File: config.mk
export PLATFORM = sky130hd
export DESIGN_NAME = scs_top
export DESIGN_NICKNAME = d
export VERILOG_FILES = /design/src/hw/scs_pkg.sv /design/src/hw/scs_frac_div.sv /design/src/hw/scs_top.sv
export SDC_FILE = /design/constraint.sdc
export NUM_CORES = 1
export LEC_CHECK = 0
export ABC_AREA = 1
export BUFFER_PORTS_ARGS = -buffer_cell sky130_fd_sc_hd__buf_2
export CAP_MARGIN = 0
export CORE_MARGIN = 2
export CORE_UTILIZATION = 55
export DETAILED_ROUTE_END_ITERATION = 12
export GPL_TIMING_DRIVEN = 0
export PLACE_DENSITY = 0.82
export SYNTH_ARGS = -nofsm -noshare
export SYNTH_HDL_FRONTEND = slang
export SYNTH_SLANG_ARGS = --single-unit
export TNS_END_PERCENT = 1
File: constraint.sdc
create_clock -name pclk -period 2.6 [get_ports pclk]
set_input_delay 0.26 -clock pclk [delete_from_list [all_inputs] [get_ports pclk]]
set_output_delay 0.26 -clock pclk [all_outputs]
set_load 0.03 [all_outputs]
File: src/hw/scs_pkg.sv
// Purpose: shared constants for the system clock switching block
// Assumes: 32-bit apb data, pclk at 100 MHz
// Notes: offsets are byte addresses, one aligned word per register
package scs_pkg;
   // clock and timing base
   localparam int CLK_PERIOD_NS = 10;
   localparam int XTAL_START_MAX_BIAS_MS = 1;            // start-up ceiling at max bias
   localparam int XTAL_START_OPT_BIAS_MS = 2;            // start-up ceiling at optimal bias
   localparam int XTAL_START_MAX_CYC = XTAL_START_MAX_BIAS_MS * 1000000 / CLK_PERIOD_NS;
   localparam int XTAL_START_OPT_CYC = XTAL_START_OPT_BIAS_MS * 1000000 / CLK_PERIOD_NS;
   localparam int XTAL_FAIL_NS = 640;                   // no crystal edge for this long is a failure
   localparam int XTAL_FAIL_CYC = (XTAL_FAIL_NS + CLK_PERIOD_NS - 1) / CLK_PERIOD_NS;
   localparam int FAST_RC_STEP_KHZ = 300;               // one trim code step of the fast rc
   // register offsets
   localparam logic [7:0] CTRL_OFS = 8'h00;
   localparam logic [7:0] TRIM_OFS = 8'h04;
   localparam logic [7:0] FRAC_OFS = 8'h08;
   localparam logic [7:0] STAT_OFS = 8'h0c;
   localparam logic [7:0] IRQ_STAT_OFS = 8'h10;
   localparam logic [7:0] IRQ_MASK_OFS = 8'h14;
   // ctrl fields
   localparam int CTRL_OSC_SEL_BIT = 0;
   localparam int CTRL_CPU_SEL_BIT = 1;
   localparam int CTRL_XTAL_EN_BIT = 2;
   localparam int CTRL_PIN_DIG_BIT = 3;
   localparam logic [3:0] CTRL_RESET = 4'h0;
   // trim fields
   localparam int TRIM_RC_LSB = 0;
   localparam int TRIM_RC_W = 5;
   localparam int TRIM_BIAS_LSB = 8;
   localparam int TRIM_BIAS_W = 4;
   localparam logic [4:0] TRIM_RC_RESET = 5'h10;
   localparam logic [3:0] TRIM_BIAS_RESET = 4'hf;
   localparam logic [3:0] TRIM_BIAS_MAX = 4'hf;
   // fractional divider: half period of the 1 kHz ref in 1/256 slow rc periods
   localparam int FRAC_W = 16;
   localparam logic [15:0] FRAC_ONE = 16'h0100;
   localparam logic [15:0] FRAC_RESET = 16'h0500;
   // status and interrupt fields
   localparam int STAT_ON_XTAL_BIT = 0;
   localparam int STAT_XTAL_RDY_BIT = 1;
   localparam int STAT_FLASH_BIT = 2;
   localparam int STAT_CPU_SYS_BIT = 3;
   localparam int IRQ_FAIL_BIT = 0;
   localparam int IRQ_READY_BIT = 1;
   localparam int IRQ_W = 2;
   localparam logic [1:0] IRQ_RESET = 2'h0;
endpackage : scs_pkg

File: src/hw/scs_frac_div.sv
// Purpose: fractional-N divider making the 1 kHz reference
// Assumes: slow_tick is a one-cycle pulse per slow rc rising edge
// Notes: output toggles only on a tick, so it never makes a runt pulse
`timescale 1ns/1ps
module scs_frac_div
   import scs_pkg::*;
(
   input wire logic pclk,
   input wire logic presetn,
   input wire logic slow_tick,
   input wire logic [FRAC_W-1:0] half_ratio,
   output logic ref_clk_reg
);
   logic [FRAC_W:0] acc_reg; // phase accumulator, 1/256 units
   logic [FRAC_W:0] acc_sum; // accumulator plus one slow period
   logic [FRAC_W:0] ratio_eff; // ratio clamped to at least one period

   // ratios under one period would need several toggles per tick
   always_comb begin
      ratio_eff = (half_ratio < FRAC_ONE) ? {1'b0, FRAC_ONE} : {1'b0, half_ratio};
      acc_sum = acc_reg + {1'b0, FRAC_ONE};
   end

   always_ff @(posedge pclk or negedge presetn) begin
      if (!presetn) begin
         acc_reg <= '0;
         ref_clk_reg <= 1'b0;
      end else if (slow_tick) begin
         if (acc_sum >= ratio_eff) begin
            acc_reg <= acc_sum - ratio_eff;
            ref_clk_reg <= ~ref_clk_reg;
         end else begin
            acc_reg <= acc_sum;
         end
      end
   end

   a_ref_on_tick: assert property (@(posedge pclk) disable iff (!presetn)
      $changed(ref_clk_reg) |-> $past(slow_tick))
      else $error("1 kHz reference moved without a slow rc edge");
endmodule : scs_frac_div

File: src/hw/scs_top.sv
// Purpose: system, peripheral and cpu clock selection with crystal failover
// Assumes: oscillator levels arrive synchronous to pclk, well below its rate
// Notes: output clocks are pclk-sampled copies or divisions of the oscillator waveforms
//
// Our own choices: the register offsets and the APB slave port.
`timescale 1ns/1ps
module scs_top
   import scs_pkg::*;
#(
   parameter int START_MAX_CYC = XTAL_START_MAX_CYC, // start wait at max bias
   parameter int START_OPT_CYC = XTAL_START_OPT_CYC, // start wait at other bias
   parameter int FAIL_CYC = XTAL_FAIL_CYC // edge-less time counted as failure
)(
   input wire logic pclk,
   input wire logic presetn,
   input wire logic psel,
   input wire logic penable,
   input wire logic pwrite,
   input wire logic [7:0] paddr,
   input wire logic [31:0] pwdata,
   output logic [31:0] prdata,
   output logic pready,
   output logic pslverr,
   input wire logic fast_rc_osc,
   input wire logic main_crystal_osc,
   input wire logic slow_rc_osc,
   input wire logic watch_crystal_osc,
   input wire logic slow_xtal_pin_b,
   input wire logic flash_busy,
   output logic main_sys_clock,
   output logic periph_clock,
   output logic cpu_core_clock,
   output logic one_khz_ref,
   output logic watch_clock,
   output logic [4:0] fast_rc_trim,
   output logic [3:0] xtal_bias,
   output logic xtal_enable,
   output logic nmi,
   output logic irq
);
   localparam int CNT_W = 18;
   // elaboration checks: counts that the counters cannot hold are refused
   if (START_MAX_CYC < 1 || START_MAX_CYC >= 2 ** CNT_W || START_OPT_CYC < 1 || START_OPT_CYC >= 2 ** CNT_W)
      $error("start-up count out of range");
   if (FAIL_CYC < 2 || FAIL_CYC > 255)
      $error("failure count out of range");
   // apb state
   logic pready_reg; // access answered
   logic pslverr_reg; // unmapped access
   logic [31:0] prdata_reg; // captured read data
   logic access; // first access cycle
   logic done; // completing edge of a transfer
   logic wr_done; // write takes effect
   logic rd_done; // read completes
   // software registers
   logic [3:0] ctrl_reg; // select, enable and pin mode bits
   logic [4:0] trim_rc_reg; // fast rc trim code
   logic [3:0] bias_reg; // crystal bias
   logic [FRAC_W-1:0] frac_reg; // divider ratio
   logic [IRQ_W-1:0] irq_stat_reg; // sticky events
   logic [IRQ_W-1:0] irq_mask_reg; // event enables
   // crystal supervision
   logic xtal_ready_reg; // crystal started and alive
   logic fail_latch_reg; // failure seen, held until disable
   logic [CNT_W-1:0] start_cnt_reg; // start-up wait counter
   logic [7:0] edge_cnt_reg; // cycles since last crystal edge
   logic xtal_prev_reg; // crystal level one cycle ago
   logic fail_evt; // one-cycle failure
   logic ready_evt; // one-cycle ready
   logic [CNT_W-1:0] start_limit; // wait for the chosen bias
   // clock tree
   logic src_xtal_reg; // system clock taken from crystal
   logic src_want; // wanted system source
   logic sys_clk_reg; // system clock copy
   logic sys_prev_reg; // system clock one cycle ago
   logic per_clk_reg; // peripheral clock copy
   logic cpu_src_reg; // cpu clock from system (1) or peripheral (0)
   logic cpu_want; // wanted cpu source
   logic cpu_clk_reg; // cpu clock copy
   logic slow_prev_reg; // slow rc level one cycle ago
   logic watch_reg; // watch clock copy
   logic nmi_reg; // failure pulse
   logic irq_reg; // combined interrupt
   logic ref_clk; // from the divider

   function automatic logic [31:0] pad_word(input logic [15:0] v);
      pad_word = {16'h0000, v};
   endfunction : pad_word
   // apb strobes
   always_comb begin
      access = psel && penable && !pready_reg;
      done = psel && penable && pready_reg;
      wr_done = done && pwrite && !pslverr_reg;
      rd_done = done && !pwrite && !pslverr_reg;
   end
   // answer one cycle into the access phase
   always_ff @(posedge pclk or negedge presetn) begin
      if (!presetn) begin
         pready_reg <= 1'b0;
      end else begin
         pready_reg <= access;
      end
   end
   // read data and error captured in the first access cycle
   always_ff @(posedge pclk or negedge presetn) begin
      if (!presetn) begin
         prdata_reg <= 32'h00000000;
         pslverr_reg <= 1'b0;
      end else if (access) begin
         pslverr_reg <= 1'b0;
         prdata_reg <= 32'h00000000;
         if (paddr == CTRL_OFS) begin
            prdata_reg <= pad_word({12'h000, ctrl_reg});
         end else if (paddr == TRIM_OFS) begin
            prdata_reg <= pad_word({4'h0, bias_reg, 3'h0, trim_rc_reg});
         end else if (paddr == FRAC_OFS) begin
            prdata_reg <= pad_word(frac_reg);
         end else if (paddr == STAT_OFS) begin
            prdata_reg <= pad_word({12'h000, cpu_src_reg, flash_busy, xtal_ready_reg, src_xtal_reg});
         end else if (paddr == IRQ_STAT_OFS) begin
            prdata_reg <= pad_word({14'h0000, irq_stat_reg});
         end else if (paddr == IRQ_MASK_OFS) begin
            prdata_reg <= pad_word({14'h0000, irq_mask_reg});
         end else begin
            // unmapped: error, zero data
            pslverr_reg <= 1'b1;
         end
      end
   end
   // control register
   always_ff @(posedge pclk or negedge presetn) begin
      if (!presetn) begin
         ctrl_reg <= CTRL_RESET;
      end else if (wr_done && paddr == CTRL_OFS) begin
         ctrl_reg <= pwdata[3:0];
      end
   end
   always_ff @(posedge pclk or negedge presetn) begin
      if (!presetn) begin
         trim_rc_reg <= TRIM_RC_RESET;
         bias_reg <= TRIM_BIAS_RESET;
      end else if (wr_done && paddr == TRIM_OFS) begin
         trim_rc_reg <= pwdata[TRIM_RC_LSB +: TRIM_RC_W];
         bias_reg <= pwdata[TRIM_BIAS_LSB +: TRIM_BIAS_W];
      end
   end
   always_ff @(posedge pclk or negedge presetn) begin
      if (!presetn) begin
         frac_reg <= FRAC_RESET;
      end else if (wr_done && paddr == FRAC_OFS) begin
         frac_reg <= pwdata[FRAC_W-1:0];
      end
   end
   // interrupt mask
   always_ff @(posedge pclk or negedge presetn) begin
      if (!presetn) begin
         irq_mask_reg <= IRQ_RESET;
      end else if (wr_done && paddr == IRQ_MASK_OFS) begin
         irq_mask_reg <= pwdata[IRQ_W-1:0];
      end
   end
   // sticky events, read clears; a new event wins over the clear
   always_ff @(posedge pclk or negedge presetn) begin
      if (!presetn) begin
         irq_stat_reg <= IRQ_RESET;
      end else begin
         irq_stat_reg <= ((rd_done && paddr == IRQ_STAT_OFS) ? IRQ_RESET : irq_stat_reg)
                         | {ready_evt, fail_evt};
      end
   end
   always_comb begin
      start_limit = (bias_reg == TRIM_BIAS_MAX) ? START_MAX_CYC[CNT_W-1:0] : START_OPT_CYC[CNT_W-1:0];
      ready_evt = ctrl_reg[CTRL_XTAL_EN_BIT] && !xtal_ready_reg && !fail_latch_reg
                  && (start_cnt_reg == start_limit - 1'b1);
      fail_evt = xtal_ready_reg && (main_crystal_osc == xtal_prev_reg)
                 && (edge_cnt_reg == FAIL_CYC[7:0] - 8'h01);
   end
   always_ff @(posedge pclk or negedge presetn) begin
      if (!presetn) begin
         start_cnt_reg <= '0;
      end else if (!ctrl_reg[CTRL_XTAL_EN_BIT] || xtal_ready_reg || fail_latch_reg || ready_evt) begin
         start_cnt_reg <= '0;
      end else begin
         start_cnt_reg <= start_cnt_reg + 1'b1;
      end
   end
   always_ff @(posedge pclk or negedge presetn) begin
      if (!presetn) begin
         edge_cnt_reg <= 8'h00;
         xtal_prev_reg <= 1'b0;
      end else begin
         xtal_prev_reg <= main_crystal_osc;
         if (!xtal_ready_reg || main_crystal_osc != xtal_prev_reg) begin
            edge_cnt_reg <= 8'h00;
         end else begin
            edge_cnt_reg <= edge_cnt_reg + 8'h01;
         end
      end
   end
   // ready drops on failure; latch held until software disables the crystal
   always_ff @(posedge pclk or negedge presetn) begin
      if (!presetn) begin
         xtal_ready_reg <= 1'b0;
         fail_latch_reg <= 1'b0;
      end else begin
         if (fail_evt) begin
            fail_latch_reg <= 1'b1;
         end else if (!ctrl_reg[CTRL_XTAL_EN_BIT]) begin
            fail_latch_reg <= 1'b0;
         end
         if (fail_evt || !ctrl_reg[CTRL_XTAL_EN_BIT]) begin
            xtal_ready_reg <= 1'b0;
         end else if (ready_evt) begin
            xtal_ready_reg <= 1'b1;
         end
      end
   end
   always_ff @(posedge pclk or negedge presetn) begin
      if (!presetn) begin
         nmi_reg <= 1'b0;
         irq_reg <= 1'b0;
      end else begin
         nmi_reg <= fail_evt;
         irq_reg <= |(irq_stat_reg & irq_mask_reg);
      end
   end
   // crystal only when selected and running
   // flash forces 12 MHz: rc system clock or crystal peripheral clock
   always_comb begin
      src_want = ctrl_reg[CTRL_OSC_SEL_BIT] && xtal_ready_reg;
      if (flash_busy) begin
         cpu_want = !src_xtal_reg;
      end else begin
         cpu_want = ctrl_reg[CTRL_CPU_SEL_BIT];
      end
   end
   // system source swaps only with old, new and output all low
   // a failed crystal may be stuck high, so then only the rc level counts
   always_ff @(posedge pclk or negedge presetn) begin
      if (!presetn) begin
         src_xtal_reg <= 1'b0;
         sys_clk_reg <= 1'b0;
         sys_prev_reg <= 1'b0;
      end else begin
         sys_prev_reg <= sys_clk_reg;
         sys_clk_reg <= src_xtal_reg ? main_crystal_osc : fast_rc_osc;
         // after a failure the output has stood still for the whole failure time, so cutting it is no runt
         if (src_xtal_reg != src_want && !fast_rc_osc
             && (fail_latch_reg || (!sys_clk_reg && !main_crystal_osc))) begin
            src_xtal_reg <= src_want;
         end
      end
   end
   // peripheral clock toggles on each system rising edge
   always_ff @(posedge pclk or negedge presetn) begin
      if (!presetn) begin
         per_clk_reg <= 1'b0;
      end else if (sys_clk_reg && !sys_prev_reg) begin
         per_clk_reg <= ~per_clk_reg;
      end
   end
   // swap only while both inputs and output are low
   always_ff @(posedge pclk or negedge presetn) begin
      if (!presetn) begin
         cpu_src_reg <= 1'b0;
         cpu_clk_reg <= 1'b0;
      end else begin
         cpu_clk_reg <= cpu_src_reg ? sys_clk_reg : per_clk_reg;
         if (cpu_src_reg != cpu_want && !cpu_clk_reg && !sys_clk_reg && !per_clk_reg) begin
            cpu_src_reg <= cpu_want;
         end
      end
   end

   // watch clock from pin or crystal
   always_ff @(posedge pclk or negedge presetn) begin
      if (!presetn) begin
         watch_reg <= 1'b0;
         slow_prev_reg <= 1'b0;
      end else begin
         watch_reg <= ctrl_reg[CTRL_PIN_DIG_BIT] ? slow_xtal_pin_b : watch_crystal_osc;
         slow_prev_reg <= slow_rc_osc;
      end
   end

   scs_frac_div u_frac_div (
      .pclk(pclk),
      .presetn(presetn),
      .slow_tick(slow_rc_osc && !slow_prev_reg),
      .half_ratio(frac_reg),
      .ref_clk_reg(ref_clk)
   );

   // outputs straight from flops
   assign prdata = prdata_reg;
   assign pready = pready_reg;
   assign pslverr = pslverr_reg;
   assign main_sys_clock = sys_clk_reg;
   assign periph_clock = per_clk_reg;
   assign cpu_core_clock = cpu_clk_reg;
   assign one_khz_ref = ref_clk;
   assign watch_clock = watch_reg;
   assign fast_rc_trim = trim_rc_reg;
   assign xtal_bias = bias_reg;
   assign xtal_enable = ctrl_reg[CTRL_XTAL_EN_BIT];
   assign nmi = nmi_reg;
   assign irq = irq_reg;
   // rc stays source until crystal ready
   a_rc_from_reset: assert property (@(posedge pclk) disable iff (!presetn)
      !src_xtal_reg && !xtal_ready_reg |=> !src_xtal_reg)
      else $error("system clock left rc without a ready crystal");
   // failure raises nmi and falls back
   a_fail_nmi: assert property (@(posedge pclk) disable iff (!presetn)
      fail_evt |-> ##1 nmi && !xtal_ready_reg ##[0:200] !src_xtal_reg)
      else $error("crystal failure without nmi or fallback");
   a_src_select: assert property (@(posedge pclk) disable iff (!presetn)
      $rose(src_xtal_reg) |-> $past(ctrl_reg[CTRL_OSC_SEL_BIT]) && $past(xtal_ready_reg))
      else $error("crystal chosen without select bit");
   a_per_half: assert property (@(posedge pclk) disable iff (!presetn)
      $changed(per_clk_reg) |-> $past(sys_clk_reg) && !$past(sys_prev_reg))
      else $error("peripheral clock toggled off a system edge");
   a_cpu_follow: assert property (@(posedge pclk) disable iff (!presetn)
      cpu_src_reg != cpu_want |-> ##[0:300] (cpu_src_reg == cpu_want || $changed(cpu_want)))
      else $error("cpu clock source never followed the select");
   // flash moves the cpu onto the 12 MHz branch
   a_flash_force: assert property (@(posedge pclk) disable iff (!presetn)
      flash_busy && cpu_src_reg == src_xtal_reg |-> ##[1:40] (!flash_busy || cpu_src_reg != src_xtal_reg))
      else $error("flash busy without forced cpu clock");
   a_trim_write: assert property (@(posedge pclk) disable iff (!presetn)
      wr_done && paddr == TRIM_OFS |=> fast_rc_trim == $past(pwdata[4:0]) && xtal_bias == $past(pwdata[11:8]))
      else $error("trim write lost");
   a_watch_pin: assert property (@(posedge pclk) disable iff (!presetn)
      ##1 watch_clock == ($past(ctrl_reg[CTRL_PIN_DIG_BIT]) ? $past(slow_xtal_pin_b) : $past(watch_crystal_osc)))
      else $error("watch clock from wrong source");
   // ready only after the full wait
   a_start_wait: assert property (@(posedge pclk) disable iff (!presetn)
      $rose(xtal_ready_reg) |-> $past(start_cnt_reg) == $past(start_limit) - 1'b1)
      else $error("crystal ready before start-up wait");
   // system clock edges come only from the source in use
   a_sys_glitch: assert property (@(posedge pclk) disable iff (!presetn)
      $changed(sys_clk_reg) |-> sys_clk_reg == ($past(src_xtal_reg) ? $past(main_crystal_osc) : $past(fast_rc_osc)))
      else $error("system clock edge not from its source");
endmodule : scs_top

# Yosys cells after proc, flatten, opt, wreduce, memory -nomap -nowiden
# Cells that the tools add are included.
[totals] latchBits=0 rom_bits=0 output_inout_bits=51 memories=0 mem_bits_rw=0 in_bits=51 word_cells=126 register_bits=124
[classes] multipliers=0 mux=26 div=0 reduce_logical=50 bitwise_logic=4 shifts=0 eq_ne=13 n_addsub=5 order_cmp=2
[ops] operator="$mux W32" n=2
[ops] operator="$mux W18" n=2
[ops] operator="$mux W16" n=2
[ops] operator="$logic_and A1 B1 Y1" n=26
[ops] operator="$add A18 B1 Y18 const B" n=1
[ops] operator="$eq A18 B18 Y1" n=1
[ops] operator="$sub A18 B1 Y18 const B" n=1
[ops] operator="$add A17 B9 Y17 const B" n=1
[ops] operator="$ge A17 B17 Y1" n=1
[ops] operator="$mux W17" n=1
[ops] operator="$sub A17 B17 Y17" n=1
[ops] operator="$eq A8 B4 Y1 const B" n=2
[ops] operator="$eq A8 B5 Y1 const B" n=2
[ops] operator="$lt A16 B9 Y1 const B" n=1
[ops] operator="$logic_not A1 Y1" n=14
[ops] operator="$mux W1" n=14
[ops] operator="$add A8 B1 Y8 const B" n=1
[ops] operator="$eq A8 B3 Y1 const B" n=1
[ops] operator="$eq A8 B6 Y1 const B" n=1
[ops] operator="$logic_not A8 Y1" n=1
[ops] operator="$mux W8" n=1
[ops] operator="$logic_or A1 B1 Y1" n=6
[ops] operator="$mux W2" n=3
[ops] operator="$eq A4 B4 Y1 const B" n=1
[ops] operator="10 further kinds" n=13

# Logic depth before layout (Yosys ltp)
# Gate-level depths: netlist of run 1.
[depth] ltp_word=7 ltp_mapped=20

# By module
# Synthesis of run 1 repeated with hierarchy kept, for this count alone.
[unflattened] cells_unflattened=846 hier_area_um2=6427.4
[by_module_without_submodules] mod="scs_top" area_per_inst_um2=4339.2 cells_per_inst=512 instances=1
[by_module_without_submodules] mod="scs_frac_div" area_per_inst_um2=2088.3 cells_per_inst=334 instances=1

# Worst setup path after synthesis of run 1
# No wires, ideal clock.
[synth_path] path_type="reg-to-reg" start="reg u_frac_div.acc_reg[10]" end="reg u_frac_div.acc_reg[14]" path_slack_ns=0.165 arrival_time_ns=2.319 synth_period_minus_slack_ns=2.435 stages_incl_launch_ff=20 cell_sequence="dfrtp_1 -> nand3_1 -> nor2_1 -> nand3_1 -> o21ai_0 -> inv_1 -> ha_1 -> nand2_1 -> nor2_1 -> nand2_1 -> nor2_1 -> nor2_1 -> nand2_4 -> nor2_8 -> nand2_4 -> buf_6 -> nand2_2 -> nand2_1 -> nand2_1 -> nand2_1"
[synth_between] elab_chain_cells=3
[synth_rtl] element="start, declared" line="scs_frac_div.sv:14" rtl="logic [FRAC_W:0] acc_reg;"
[synth_rtl] element="start signal, assigned" line="scs_frac_div.sv:30" rtl="acc_reg <= acc_sum - ratio_eff;"
[synth_rtl] element="start signal, assigned" line="scs_frac_div.sv:33" rtl="acc_reg <= acc_sum;"
[synth_rtl] element="$add A17 B9 Y17 (*)" line="scs_frac_div.sv:21" rtl="acc_sum = acc_reg + {1'b0, FRAC_ONE};"
[synth_rtl] element="$sub A17 B17 Y17 or $ge A17 B17 Y1 (tied branches)" line="scs_frac_div.sv:30, scs_frac_div.sv:29"
[synth_rtl] element="$mux W17 (*)" line="scs_frac_div.sv:29" rtl="if (acc_sum >= ratio_eff) begin"
# Mark *: on every way between the ends. The rest lies on a longest branch, timed or not.
# A chain may end at the register's enable or synchronous reset.

# Worst setup path after layout of run 1
[layout_path] start="reg frac_reg[11]" end="reg u_frac_div.acc_reg[11]"
[layout_between] elab_chain_cells=4
[layout_rtl] element="start, declared" line="scs_top.sv:59" rtl="logic [FRAC_W-1:0] frac_reg;"
[layout_rtl] element="start signal, assigned" line="scs_top.sv:151" rtl="frac_reg <= pwdata[FRAC_W-1:0];"
[layout_rtl] element="$lt A16 B9 Y1" line="scs_frac_div.sv:20" rtl="ratio_eff = (half_ratio < FRAC_ONE) ? {1'b0, FRAC_ONE} : {1'b0, half_ratio};"
[layout_rtl] element="$mux W16 (*)" line="scs_frac_div.sv:20"
[layout_rtl] element="$sub A17 B17 Y17 or $ge A17 B17 Y1 (tied branches)" line="scs_frac_div.sv:30, scs_frac_div.sv:29"
[layout_rtl] element="$mux W17 (*)" line="scs_frac_div.sv:29"
# Marked as above.

==> impl_summary.md, run 1 <==
Setup path
The capturing instance or port of the critical path is u_frac_div.acc_reg[11]$_DFFE_PN0P_. STA puts the critical path data arrival time at around 2900 ps. The worst setup path is launched from a flop. The maximum fanout along the worst path is 7. The source of the critical timing path is frac_reg[11]$_DFFE_PN0P_.

The dominant cell type by count on the critical path is sky130_fd_sc_hd__nand2_2. The number of cells traversed by the worst register-to-register path is 18. On the critical path, the stage with the largest delay is an instance of sky130_fd_sc_hd__nor4_2. The dominant delay contributor by cell family on the critical path is simple AND/OR/NAND/NOR gates.

The critical path runs through a total of 18 cells. Together, buffers and inverters on the worst path number 2. The endpoint identified for the worst register-to-register timing path is u_frac_div.acc_reg[11]$_DFFE_PN0P_. The signal on the critical path passes through nor4_2 -> nand2_2 -> buf_12 -> nand2_2 -> ha_4 -> nand2_4 -> nor2_4 -> nand2_2 -> nor2_4 -> nor2_4 -> nand2_4 -> nor2_8 -> nand2_8 -> buf_8 -> nand2_2 -> nand2_1 -> nand2_1 -> nand2_1. The worst reg2reg path startpoint is frac_reg[11]$_DFFE_PN0P_. The path type of the worst setup path is flop to flop.

In this design, the stage delay of the slowest critical-path cell is about 430 ps. The setup slack of the most critical reg-to-reg path is -30 ps. At the worst endpoint, the required time is ~2900 ps. STA classifies the critical path endpoint as a flop.

Floorplan
The die area is 12,300 µm². The floorplan die height is 111 µm. Once the floorplan was initialized, standard cells occupied 55.7% of the core. From left edge to right edge, the die measures ~110 µm. The floorplan core area is about 11,000 µm².

The initialized floorplan defines 39 standard-cell rows. In this run the count of I/O pins placed on the die edge is 102.

Placed design
At the end of routability-driven placement, the weighted congestion stood at around 0.87. The count of buffers added on input and output ports is just under 70. At the placement stage, the worst setup path has a slack of -333 ps. Summed over all nets, the half-perimeter wirelength after detailed placement is around 11,000 µm.

STA
For this run, the top clock speed supported by timing is around 380 MHz. At the pin with the least slew margin, the transition time is between 800 and 900 ps. The final-report setup violation count is 8. The worst-case headroom to the max-slew limit is between 40% and 50%. The final number of hold-violating endpoints was 0. The final hold slack is approximately 22 ps. The shortest period the worst path allows is 2630 ps. Setup repair after global routing could not meet its margin everywhere. The number of pins exceeding their max-slew limit in the final report is 0. The setup skew after layout is ~6.6 ps.

In the post-route analysis, the smallest setup slack over all paths is -26.2 ps. The setup total negative slack is -92.0 ps. The worst path uses 101% of the clock period.

Logic synthesis
After synthesis, the share of flip-flops with an asynchronous set or reset is 100%. The total number of yosys warnings is 0. The synthesized design contains roughly 110 register bits. By area the synthesized netlist is led by sky130_fd_sc_hd__dfrtp_1 40%, sky130_fd_sc_hd__nand2_1 15%, sky130_fd_sc_hd__inv_1 7.0%, sky130_fd_sc_hd__nor2_1 4.3%, sky130_fd_sc_hd__ha_1 3.8%. The synthesized design devotes to its leading area cell type about two fifths of total area.

Yosys mapped a number of flops with a built-in enable equal to 0. The most used flip-flop cell after synthesis is sky130_fd_sc_hd__dfrtp_1. In the post-synthesis netlist, the cell with the most instances is sky130_fd_sc_hd__nand2_1. The share of the Yosys chip area taken by registers is 43.2%. After synthesis, the netlist uses 44 different library cells. Ranked by instance count, the synthesized netlist is headed by 248 x sky130_fd_sc_hd__nand2_1, 117 x sky130_fd_sc_hd__inv_1, 101 x sky130_fd_sc_hd__dfrtp_1.

The cell count after synthesis is slightly above 800. In this run the mean area of a mapped cell was 7.59 µm². The netlist area before placement is approximately 6300 µm².

Of all cell types, the one taking the most synthesized area is sky130_fd_sc_hd__dfrtp_1.

Clock network
The clock-pin slew of the registers on the worst-case setup and hold paths is 80 ps. Clock tree synthesis inserted a total of 9 buffers. The clock root buffer is sky130_fd_sc_hd__clkbuf_16. The number of buffers between clock root and the deepest sink is 2. The H-tree generated during clock tree synthesis spans 3 levels. The insertion delay of the later-clocked pin in the worst-skew pair is between 300 and 400 ps. CTS saw between 100 and 150 sinks. TritonCTS built the clock tree.

Global routing
Global routing used about two fifths of the available met2 tracks. The met3 capacity usage during global routing is between 4 and 5%. The largest net degree at the start of global routing is 59. The layer flagged by global routing as most heavily used is met2.

Global routing consumed, on the met1 layer, a little over a third of the routing resources. The overall overflow remaining after global route is 0. The first global-routing pass estimated approximately 25,000 µm of wire. The via count of the first global-routing pass came to approximately 5,300.

The initial antenna violation count was 0. The global-route usage over all layers is roughly 25%.

Finish
The repair_antennas step left the layout with diodes totalling 0. The number of nets in the layout is between 1,000 and 1,500. The number of flip-flops under the largest register name is 18. The share of post-route cells with drive strength above 1 is 24.9%. Compared with the post-synthesis result, the final layout area differs by 25.2%.

Run status
The final reports fail on negative setup slack. The run finished, with violations left.

Detailed routing
The detailed router finished its first iteration with between 500 and 600 violations. In the final routed layout, each cell accounts on average for roughly 15 µm. The number of iterations in the first detailed-routing pass is 5.

The total via count in the routed design is 5,833. Using the TritonRoute via totals, the vias-per-cell ratio works out to roughly 5.3. The routed wire length is about 16,000 µm. Once detail routing completed, the nets flagged for antenna violations numbered 0.

For this run, design rule violations remaining after detail routing come to 0.

Worst hold path
The min-delay analysis places its worst path in the category input pin to flop.

Power
The worst-case IR drop observed on VDD is about 0.55 mV. The power density relative to cell area is 667 nW/µm². For this design the static power due to leakage is ~4 nW.

Flow run
The number of max-cap violations is 0.
cell type report:
type / instances / area (µm²)
Clock inverter: 7 / 95.1
Sequential cell: 108 / 2710
Tap cell: 143 / 179
Multi-Input combinational cell: 587 / 3410
Timing Repair Buffer: 92 / 594
Inverter: 120 / 455
Buffer: 27 / 194
Clock buffer: 9 / 225
Fill cell: 855 / 3410
how the worst min path moves through the flow:
| stage | start | end | slack [ps] | cells past startpoint |
|---|---|---|---|---|
| floorplan | presetn | cpu_core_clock$_DFF_PN0_ | -40 | 0 |
| global placement | slow_rc_osc | slow_prev_reg$_DFF_PN0_ | 380 | 1 |
| detailed placement | presetn | u_frac_div.acc_reg[1]$_DFFE_PN0P_ | 340 | 1 |
| CTS | slow_rc_osc | slow_prev_reg$_DFF_PN0_ | 10 | 1 |
| global route | slow_rc_osc | slow_prev_reg$_DFF_PN0_ | 30 | 1 |
| finish | slow_rc_osc | slow_prev_reg$_DFF_PN0_ | 20 | 1 |
worst reg2reg max path: stages (launching register included):
cell and delay, ps:
sky130_fd_sc_hd__dfrtp_1 420, sky130_fd_sc_hd__nor4_2 430, sky130_fd_sc_hd__nand2_2 160, sky130_fd_sc_hd__buf_12 180
sky130_fd_sc_hd__nand2_2 90, sky130_fd_sc_hd__ha_4 220, sky130_fd_sc_hd__nand2_4 90, sky130_fd_sc_hd__nor2_4 40
sky130_fd_sc_hd__nand2_2 80, sky130_fd_sc_hd__nor2_4 50, sky130_fd_sc_hd__nor2_4 100, sky130_fd_sc_hd__nand2_4 70
sky130_fd_sc_hd__nor2_8 160, sky130_fd_sc_hd__nand2_8 90, sky130_fd_sc_hd__buf_8 140, sky130_fd_sc_hd__nand2_2 50
sky130_fd_sc_hd__nand2_1 50, sky130_fd_sc_hd__nand2_1 60, sky130_fd_sc_hd__nand2_1 50
logic make-up (layout without fill, tap and decap cells):
| logic type | count (synthesis) | after routing | synth area share, % |
|---|---|---|---|
| compound gates | 96 | 96 | 8.96 |
| xor+xnor | 23 | 23 | 3.21 |
| fa+ha+maj | 20 | 20 | 4.10 |
| buf+inv | 147 | 255 | 10.3 |
| flops | 108 | 108 | 43.2 |
| other cells | 1 | 16 | 0.0597 |
| simple gates | 432 | 432 | 30.2 |
power by group:
group          total [mW]  switching (mW)  internal, mW
sequential           1.95           0.139          1.81
combinational        1.84            1.10         0.737
clock                1.46           0.682         0.774
total                5.24            1.92          3.32
per-layer routing:
layer,share of wire (%),wire length (µm),vias to the layer above
met5,0,0,-
met4,3.2,523,0
met3,6.7,1100,41
met2,47,7660,236
met1,43,7010,2735
li1,-,-,2821
per-stage QoR:
stage	instance area, µm²	cells	total power [mW]	utilization (%)
final	7860	1093	5.24	69.8
after global routing	7860	1093	5.52	69.8
after detailed placement	6890	1055	3.38	61.1
after CTS	7320	1078	4.90	65.0
after floorplan	6340	842	3.05	-
after global placement	6860	1054	3.35	60.9
layout by cell type, fill, tap and decap left out, types with 2 or more instances in the layout:
cell type / netlist / layout
sky130_fd_sc_hd__nand2_1: 248 / 219
sky130_fd_sc_hd__inv_1: 117 / 112
sky130_fd_sc_hd__dfrtp_1: 101 / 99
sky130_fd_sc_hd__buf_2: 1 / 69
sky130_fd_sc_hd__nor2_1: 72 / 61
sky130_fd_sc_hd__nand3_1: 46 / 41
sky130_fd_sc_hd__o21ai_0: 38 / 37
sky130_fd_sc_hd__buf_4: 17 / 35
sky130_fd_sc_hd__a21oi_1: 31 / 31
sky130_fd_sc_hd__nand2_2: 7 / 28
sky130_fd_sc_hd__nor3_1: 19 / 19
sky130_fd_sc_hd__conb_1: 1 / 16
sky130_fd_sc_hd__xor2_1: 14 / 13
sky130_fd_sc_hd__nand2_4: 7 / 12
sky130_fd_sc_hd__nand4_1: 12 / 12
sky130_fd_sc_hd__ha_4: 0 / 11
sky130_fd_sc_hd__clkbuf_16: 0 / 11
sky130_fd_sc_hd__nor2_2: 4 / 9
sky130_fd_sc_hd__o21ai_2: 7 / 8
sky130_fd_sc_hd__xnor2_1: 9 / 8
sky130_fd_sc_hd__o31ai_1: 8 / 8
sky130_fd_sc_hd__nor2_4: 1 / 7
sky130_fd_sc_hd__clkbuf_1: 7 / 7
sky130_fd_sc_hd__nand3b_1: 7 / 7
sky130_fd_sc_hd__ha_1: 19 / 7
sky130_fd_sc_hd__dfstp_2: 7 / 7
sky130_fd_sc_hd__inv_2: 1 / 6
sky130_fd_sc_hd__clkinv_4: 1 / 4
sky130_fd_sc_hd__nand2_8: 0 / 3
sky130_fd_sc_hd__nand3_4: 1 / 3
sky130_fd_sc_hd__nand3_2: 0 / 3
sky130_fd_sc_hd__and3_1: 3 / 3
sky130_fd_sc_hd__a22o_1: 3 / 3
sky130_fd_sc_hd__o21bai_1: 2 / 2
sky130_fd_sc_hd__buf_12: 1 / 2
sky130_fd_sc_hd__o22ai_1: 2 / 2
sky130_fd_sc_hd__inv_8: 0 / 2
sky130_fd_sc_hd__dfrtp_2: 0 / 2
what timing repair did:
| item | in CTS | in global routing |
|---|---|---|
| resized for setup | 11 | 88 |
| endpoints found under the hold margin | 46 | 0 |
| gates cloned | 0 | 2 |
| pin swaps | 7 | 34 |
| endpoints found under the setup margin | 18 | 18 |
| hold buffers | 1 | 0 |
| setup buffers | 6 | 13 |
Power figures use the tool's default switching activity.
==> inputs of run 2 (changes only) <==
- CORE_MARGIN: 2 -> 4
==> run 2 against run 1 <==
The run still ends with negative setup slack left. Die area grew 7.3%. Clock power shrank 6%. Core utilization grew 0.96 points. Sequential cell count is the same. Critical path type unchanged. Fmax shrank 0.61%.
==> impl_summary.md, run 2 (synthesis gave the netlist of run 1 again) <==
STA
The final number of hold-violating endpoints is 0 (unchanged). The number of pins exceeding their max-slew limit in the final report is 0 (unchanged). Unrepaired setup endpoints after global routing: true (unchanged).

The slew at the pin with the worst max-slew slack came to 700 ps (was 813 ps). The setup total negative slack came to -225 ps (was -92.0 ps). The maximum operating frequency is 378 MHz (was 381 MHz). The worst-case headroom to the max-slew limit is 53.2% (was 45.4%).

The shortest period the worst path allows came to 2640 ps (was 2630 ps). The final-report setup violation count came to 8 (unchanged). The worst setup slack after layout is -42.2 ps (was -26.2 ps). The setup skew after layout is 13.2 ps (was 6.57 ps). The final cycle utilization of the critical path was 102% (was 101%).

Detailed routing
The remaining routing DRC violations is 0 (unchanged). The per-cell via count in the routed design was 5.49 (was 5.34). The routed wire length is 17,200 µm (was 16,300 µm). The number of antenna-violating nets in the routed design is 0 (unchanged). The mean routed wirelength per cell is 15.7 µm (was 14.9 µm).

The number of iterations in the first detailed-routing pass was 5 (unchanged). The number of DRC violations after detailed-routing iteration 0 came to 575 (was 562). The total via count in the routed design came to 5,996 (was 5,833).

Flow run
The number of max-cap violations came to 0 (unchanged).

Power
The leakage power is 3.93 nW (was 3.96 nW). The register share of total power is 37.4% (was 37.2%). The portion of total power attributed to the clock network is 26.4% (was 27.8%). The fraction of power consumed by combinational cells is 36.3% (was 35.1%). The maximum ir drop on the vdd rail is 0.625 mV (was 0.555 mV). The power density relative to cell area is 667 nW/µm² (about the same).

The switching power of the nets was 1.89 mW (was 1.92 mW). The total internal power is 3.31 mW (was 3.32 mW). The switching portion of total power is 36.3% (was 36.7%).

Setup path
The sort of element at the end of the critical path is a flop (unchanged). The number of cells traversed by the worst register-to-register path is 17 (was 18). The critical path required time came to 2830 ps (was 2850 ps). The arrival time of the worst setup path is 2880 ps (about the same).

The type of element launching the critical path is a flop (unchanged). The maximum fanout along the worst path is 7 (unchanged). The path type of the worst setup path is flop to flop (unchanged).

Worst hold path
The hold path depth is 1 (unchanged). The type of the worst min-delay path is input pin to flop (unchanged).

Finish
The number of flip-flops under the largest register name was 18 (unchanged). The number of nets in the layout is 1,020 (was 1,016). The layout overhead on the synthesized area is 24.2% (was 25.2%).

The number of antenna repair diodes came to 0 (unchanged). The share of post-route cells with drive strength above 1 is 24.8% (was 24.9%). The final non-filler cell total is 1,093 (unchanged).

The number of fill cells is 829 (was 855). Leading cell types in the layout, fill and taps excluded: 224 x sky130_fd_sc_hd__nand2_1, 111 x sky130_fd_sc_hd__inv_1, 101 x sky130_fd_sc_hd__dfrtp_1 (was 219 x sky130_fd_sc_hd__nand2_1, 112 x sky130_fd_sc_hd__inv_1, 99 x sky130_fd_sc_hd__dfrtp_1). The most common library cell in the layout ignoring fill and taps is sky130_fd_sc_hd__nand2_1 (unchanged). The final cell area excluding filler cells is 7800 µm² (was 7860 µm²).

Floorplan
The floorplan die height was 115 µm (was 111 µm). The floorplan core area was 11,000 µm² (was 11,300 µm²). The number of placement rows was 38 (was 39). The effective utilization at floorplan came to 56.9% (was 55.7%). The die area is 13,200 µm² (was 12,300 µm²). The I/O pin count is 102 (unchanged). The die width is 115 µm (was 111 µm).

Placed design
The instance count after placement with tap cells included is 1,052 (was 1,055). The global placer's final weighted congestion came to 0.919 (was 0.873). The number of I/O port buffers was 69 (unchanged). The cell area reported after detailed placement is 6890 µm² (about the same).

The placed wire-length estimate after detailed placement came to 11,500 µm (was 10,900 µm).

Clock network
The CTS tree is yes (unchanged). The CTS buffer count is 9 (unchanged). The clock root buffer was sky130_fd_sc_hd__clkbuf_16 (unchanged). The clock-pin slew of the registers on the worst-case setup and hold paths is 70 ps (was 80 ps).

The number of clock sinks seen by CTS is 108 (unchanged). The insertion delay of the later-clocked pin in the worst-skew pair is 360 ps (about the same). The H-tree depth is 3 (unchanged). The number of buffers between clock root and the deepest sink came to 2 (unchanged).

Run status
Outcome: complete, but fails checks (unchanged). Failing checks: negative setup slack (unchanged).

Global routing
The largest net degree at the start of global routing is 75 (was 59). The overall overflow remaining after global route is 0 (unchanged). The global-route wire length before repair is 26,500 µm (was 24,700 µm). The via count of the first global-routing pass came to 5,709 (was 5,288). The initial antenna violation count is 0 (unchanged). The global-route usage over all layers is 25.0% (was 24.7%).
run 2: cell types whose count changed in the layout (fill, tap and decap cells not counted), sizes merged:
cell / previous run / this run
clkinv: 6 / 2
buf: 109 / 115
clkbuf: 18 / 19
bufinv: 1 / 0
inv: 120 / 121
run 2: path summary, 6_finish.rpt:
| kind | end | slack (ps) | start |
|---|---|---|---|
| setup / recovery | u_frac_div.acc_reg[5]$_DFFE_PN0P_ | -40 | frac_reg[15]$_DFFE_PN0P_ |
| hold / removal | slow_prev_reg$_DFF_PN0_ | 30 | slow_rc_osc |
| setup reg to reg | u_frac_div.acc_reg[5]$_DFFE_PN0P_ | -40 | frac_reg[15]$_DFFE_PN0P_ |
| hold reg to reg | edge_cnt_reg[0]$_DFF_PN0_ | 460 | edge_cnt_reg[0]$_DFF_PN0_ |
| max in group asynchronous | xtal_bias[1]$_DFFE_PN1P_ | 1400 | presetn |
| min in group asynchronous | fast_rc_trim[3]$_DFFE_PN0P_ | 420 | presetn |
run 2: area by class of cell:
class | count | area (µm²) | area share, %
Multi-Input combinational cell | 587 | 3370 | 43.2
Clock inverter | 3 | 26.3 | 0.337
Sequential cell | 108 | 2710 | 34.8
Timing Repair Buffer | 96 | 609 | 7.81
Inverter | 120 | 455 | 5.84
Buffer | 27 | 190 | 2.44
Tap cell | 140 | 175 | 2.25
Clock buffer | 12 | 267 | 3.42
run 2: power by group through the flow:
stage	clock [mW]	sequential (mW)	combinational, mW
3_3_place_gp	0	1.96	1.39
5_1_grt	1.45	1.96	2.05
6_report	1.37	1.94	1.89
4_1_cts	1.38	1.93	1.60
3_5_place_dp	0	1.96	1.44
2_1_floorplan	0	2.01	1.05
run 2: timing repair:
action	in CTS	in global routing
hold buffers	1	0
resized for setup	32	46
setup endpoints to repair	18	18
endpoints found under the hold margin	33	0
gates cloned	1	0
pin swaps	13	29
buffers inserted	13	11
run 2: critical path, stage by stage, from the launching register on:
cell and delay [ps]:
sky130_fd_sc_hd__dfrtp_1 400, sky130_fd_sc_hd__nor4_2 340, sky130_fd_sc_hd__nand2_1 190, sky130_fd_sc_hd__buf_6 180, sky130_fd_sc_hd__nand2_2 70, sky130_fd_sc_hd__ha_4 220
sky130_fd_sc_hd__nand2_1 90, sky130_fd_sc_hd__nand2_1 100, sky130_fd_sc_hd__inv_2 90, sky130_fd_sc_hd__nand2_1 60, sky130_fd_sc_hd__nand2_1 80, sky130_fd_sc_hd__nand3_2 130
sky130_fd_sc_hd__nand3_4 120, sky130_fd_sc_hd__nand2_4 90, sky130_fd_sc_hd__nand2_8 90, sky130_fd_sc_hd__buf_12 120, sky130_fd_sc_hd__buf_12 120, sky130_fd_sc_hd__o21ai_2 50
run 2: per-layer routing:
metal	global-route usage, %	share of wire (%)	vias to the layer above
li1	-	-	2833
met1	35.0	42	2805
met2	39.3	46	307
met3	4.16	8.7	51
met4	9.31	2.9	0
met5	0	0	-
run 2: per-stage QoR:
step,utilization (%),total power [mW],hold WS [ps],setup slack [ps]
after floorplan,-,3.05,-35.6,165
after global placement,62.2,3.35,384,-240
after detailed placement,62.4,3.39,255,-314
after CTS,68.0,4.91,23.1,-45.4
after global routing,70.7,5.47,32.9,-194
final,70.7,5.20,32.6,-42.2
==> inputs of run 3 (changes only) <==
- CORE_UTILIZATION: 55 -> 44
- PLACE_DENSITY: 0.82 -> 0.69
==> run 3 against run 2 <==
Clock power about the same. Sequential share of layout area decreased by 0.31 points. Critical endpoint is now u_frac_div.acc_reg[6]$_DFFE_PN0P_. Global-route usage decreased by 5.7 points. Fmax increased by 2.0%. Setup slack improved by 52 ps. The run now ends clean. Sequential cell count unchanged. Final cell count increased by 3.1%. Wire length decreased by 4.7%.
==> impl_summary.md, run 3 (synthesis gave the netlist of run 1 again) <==
Setup path
The path type of the worst setup path was flop to flop (unchanged). The source of the critical timing path is frac_reg[15]$_DFFE_PN0P_ (unchanged). The number of cells traversed by the worst register-to-register path is 17 (unchanged). The arrival time of the worst setup path is 2840 ps (was 2880 ps). The worst reg2reg path startpoint is frac_reg[15]$_DFFE_PN0P_ (unchanged). The setup slack of the most critical reg-to-reg path is 10 ps (was -40 ps). The maximum fanout along the worst path is 8 (was 7). The reg-to-reg endpoint is u_frac_div.acc_reg[6]$_DFFE_PN0P_ (was u_frac_div.acc_reg[5]$_DFFE_PN0P_). The critical path required time is 2850 ps (was 2830 ps). The capturing instance or port of the critical path is u_frac_div.acc_reg[6]$_DFFE_PN0P_ (was u_frac_div.acc_reg[5]$_DFFE_PN0P_). The sort of element at the end of the critical path is a flop (unchanged). The type of element launching the critical path is a flop (unchanged).

Clock network
The CTS buffer count was 9 (unchanged). The number of clock sinks seen by CTS is 108 (unchanged). The CTS tree was yes (unchanged). The number of buffers between clock root and the deepest sink was 2 (unchanged). The clock-pin slew of the registers on the worst-case setup and hold paths is 70 ps (about the same).

The insertion delay of the later-clocked pin in the worst-skew pair was 360 ps (about the same). The clock root buffer is sky130_fd_sc_hd__clkbuf_16 (unchanged). The H-tree depth came to 3 (unchanged).

Finish
Leading cell types in the layout, fill and taps excluded: 225 x sky130_fd_sc_hd__nand2_1, 114 x sky130_fd_sc_hd__inv_1, 99 x sky130_fd_sc_hd__dfrtp_1 (was 224 x sky130_fd_sc_hd__nand2_1, 111 x sky130_fd_sc_hd__inv_1, 101 x sky130_fd_sc_hd__dfrtp_1). The number of fill cells is 1,267 (was 829). The number of antenna repair diodes is 0 (unchanged). The sequential standard cell area is 2710 µm² (about the same). The number of flip-flops under the largest register name is 18 (unchanged). The core occupancy in the finished layout is 56.5% (was 70.7%).

The share of post-route cells with drive strength above 1 is 24.2% (was 24.8%). The number of nets in the layout is 1,013 (was 1,020). The area of combinational cells with multiple inputs is 3430 µm² (was 3370 µm²).

The layout overhead on the synthesized area is 25.4% (was 24.2%). The most common library cell in the layout ignoring fill and taps is sky130_fd_sc_hd__nand2_1 (unchanged).

Power
The power density relative to cell area is 650 nW/µm² (was 667 nW/µm²). The maximum ir drop on the vdd rail is 0.365 mV (was 0.625 mV). The leakage power is 3.96 nW (was 3.93 nW). The overall power is 5.12 mW (was 5.20 mW).

Global routing
The via count of the first global-routing pass is 5,231 (was 5,709). The initial antenna violation count is 0 (unchanged). The global-route usage over all layers is 19.3% (was 25.0%). The global-route wire length before repair is 25,200 µm (was 26,500 µm). The overall overflow remaining after global route is 0 (unchanged). The largest net degree at the start of global routing came to 56 (was 75).

STA
The final cycle utilization of the critical path was 99.6% (was 102%). The setup total negative slack came to 0 ps (was -225 ps). The worst-case headroom to the max-slew limit was 52.2% (was 53.2%). The shortest period the worst path allows came to 2590 ps (was 2640 ps). The slew at the pin with the worst max-slew slack is 716 ps (was 700 ps). The setup skew after layout is 6.66 ps (was 13.2 ps). The number of pins exceeding their max-slew limit in the final report is 0 (unchanged). The final-report setup violation count was 0 (was 8).

Unrepaired setup endpoints after global routing: true (unchanged). The final number of hold-violating endpoints is 0 (unchanged). The maximum operating frequency is 386 MHz (was 378 MHz).

Floorplan
The I/O pin count was 102 (unchanged). The effective utilization at floorplan came to 45.1% (was 56.9%). The number of placement rows is 43 (was 38). The die area is 16,300 µm² (was 13,200 µm²). The floorplan die height came to 127 µm (was 115 µm). The die width came to 127 µm (was 115 µm). The floorplan core area is 13,900 µm² (was 11,000 µm²).

Detailed routing
The number of DRC violations after detailed-routing iteration 0 is 432 (was 575). The number of iterations in the first detailed-routing pass is 5 (unchanged). The number of antenna-violating nets in the routed design is 0 (unchanged).

The remaining routing DRC violations is 0 (unchanged). The per-cell via count in the routed design is 4.98 (was 5.49). The total via count in the routed design is 5,616 (was 5,996). The mean routed wirelength per cell is 14.5 µm (was 15.7 µm).

The routed wire length is 16,400 µm (was 17,200 µm).

Flow run
The number of max-cap violations is 0 (unchanged).

Worst hold path
The type of the worst min-delay path is input pin to flop (unchanged).

Placed design
The global placer's final weighted congestion is 0.884 (was 0.919). The number of I/O port buffers is 69 (unchanged). The placed wire-length estimate after detailed placement was 11,600 µm (was 11,500 µm).

Run status
Outcome: completed (was complete, but fails checks).
-- run 3: what timing repair did --
item | CTS | global route
hold endpoints to repair | 51 | 0
buffers inserted | 8 | 8
hold buffers | 1 | 0
pin swaps | 5 | 26
gates cloned | 0 | 2
gates resized for setup | 12 | 81
setup endpoints to repair | 18 | 18
-- run 3: worst min-delay path by stage --
stage | from | to | cells past startpoint
CTS | slow_rc_osc | slow_prev_reg$_DFF_PN0_ | 1
finish | slow_rc_osc | slow_prev_reg$_DFF_PN0_ | 1
detailed placement | presetn | watch_clock$_DFF_PN0_ | 1
floorplan | presetn | cpu_core_clock$_DFF_PN0_ | 0
global placement | slow_rc_osc | slow_prev_reg$_DFF_PN0_ | 1
global route | slow_rc_osc | slow_prev_reg$_DFF_PN0_ | 1
-- run 3: stage by stage --
stage,hold WS (ps),instances,setup WS [ps],area (µm²)
3_5_place_dp,363,1092,-303,6940
2_1_floorplan,-35.6,842,165,6340
4_1_cts,17.0,1117,-22.8,7340
5_1_grt,16.1,1127,-107,7880
6_report,22.8,1127,10.3,7880
3_3_place_gp,383,1091,-270,6910
-- run 3: final cells by class --
class,count,share of cell area (%)
plain buffers,27,2.46
clock buffers,10,3.03
clock inverters,6,0.699
inverters,120,5.78
multi-input cells,587,43.5
flip-flops and latches,108,34.5
well taps,180,2.86
repair buffers,89,7.20
-- run 3: power breakdown --
part / leakage [nW] / total [mW] / internal [mW] / switching [mW]
Sequential: 1.40 / 1.95 / 1.81 / 0.143
Clock: 0.139 / 1.37 / 0.694 / 0.678
Combinational: 2.41 / 1.80 / 0.727 / 1.07
-- run 3: worst max-delay path: stages, from the launching register on --
cell,delay (ps)
sky130_fd_sc_hd__dfrtp_1,410
sky130_fd_sc_hd__nor4_4,350
sky130_fd_sc_hd__nand2_2,190
sky130_fd_sc_hd__inv_2,130
sky130_fd_sc_hd__nor2_4,50
sky130_fd_sc_hd__ha_4,270
sky130_fd_sc_hd__nand2_1,50
sky130_fd_sc_hd__nor2_1,150
sky130_fd_sc_hd__nand2_2,90
sky130_fd_sc_hd__nor2_2,130
sky130_fd_sc_hd__nor2_2,60
sky130_fd_sc_hd__nand2_4,80
sky130_fd_sc_hd__nor2_8,60
sky130_fd_sc_hd__nand2_8,100
sky130_fd_sc_hd__nand2_8,80
sky130_fd_sc_hd__buf_12,180
sky130_fd_sc_hd__nand2_4,50
sky130_fd_sc_hd__o21ai_2,40
-- run 3: per-layer routing --
layer	track usage (%)	up-vias	wire length, µm
met4	7.13	0	337
met3	3.18	26	862
met2	28.4	148	7400
met1	28.6	2623	7780
li1	-	2819	-
met5	0	-	0
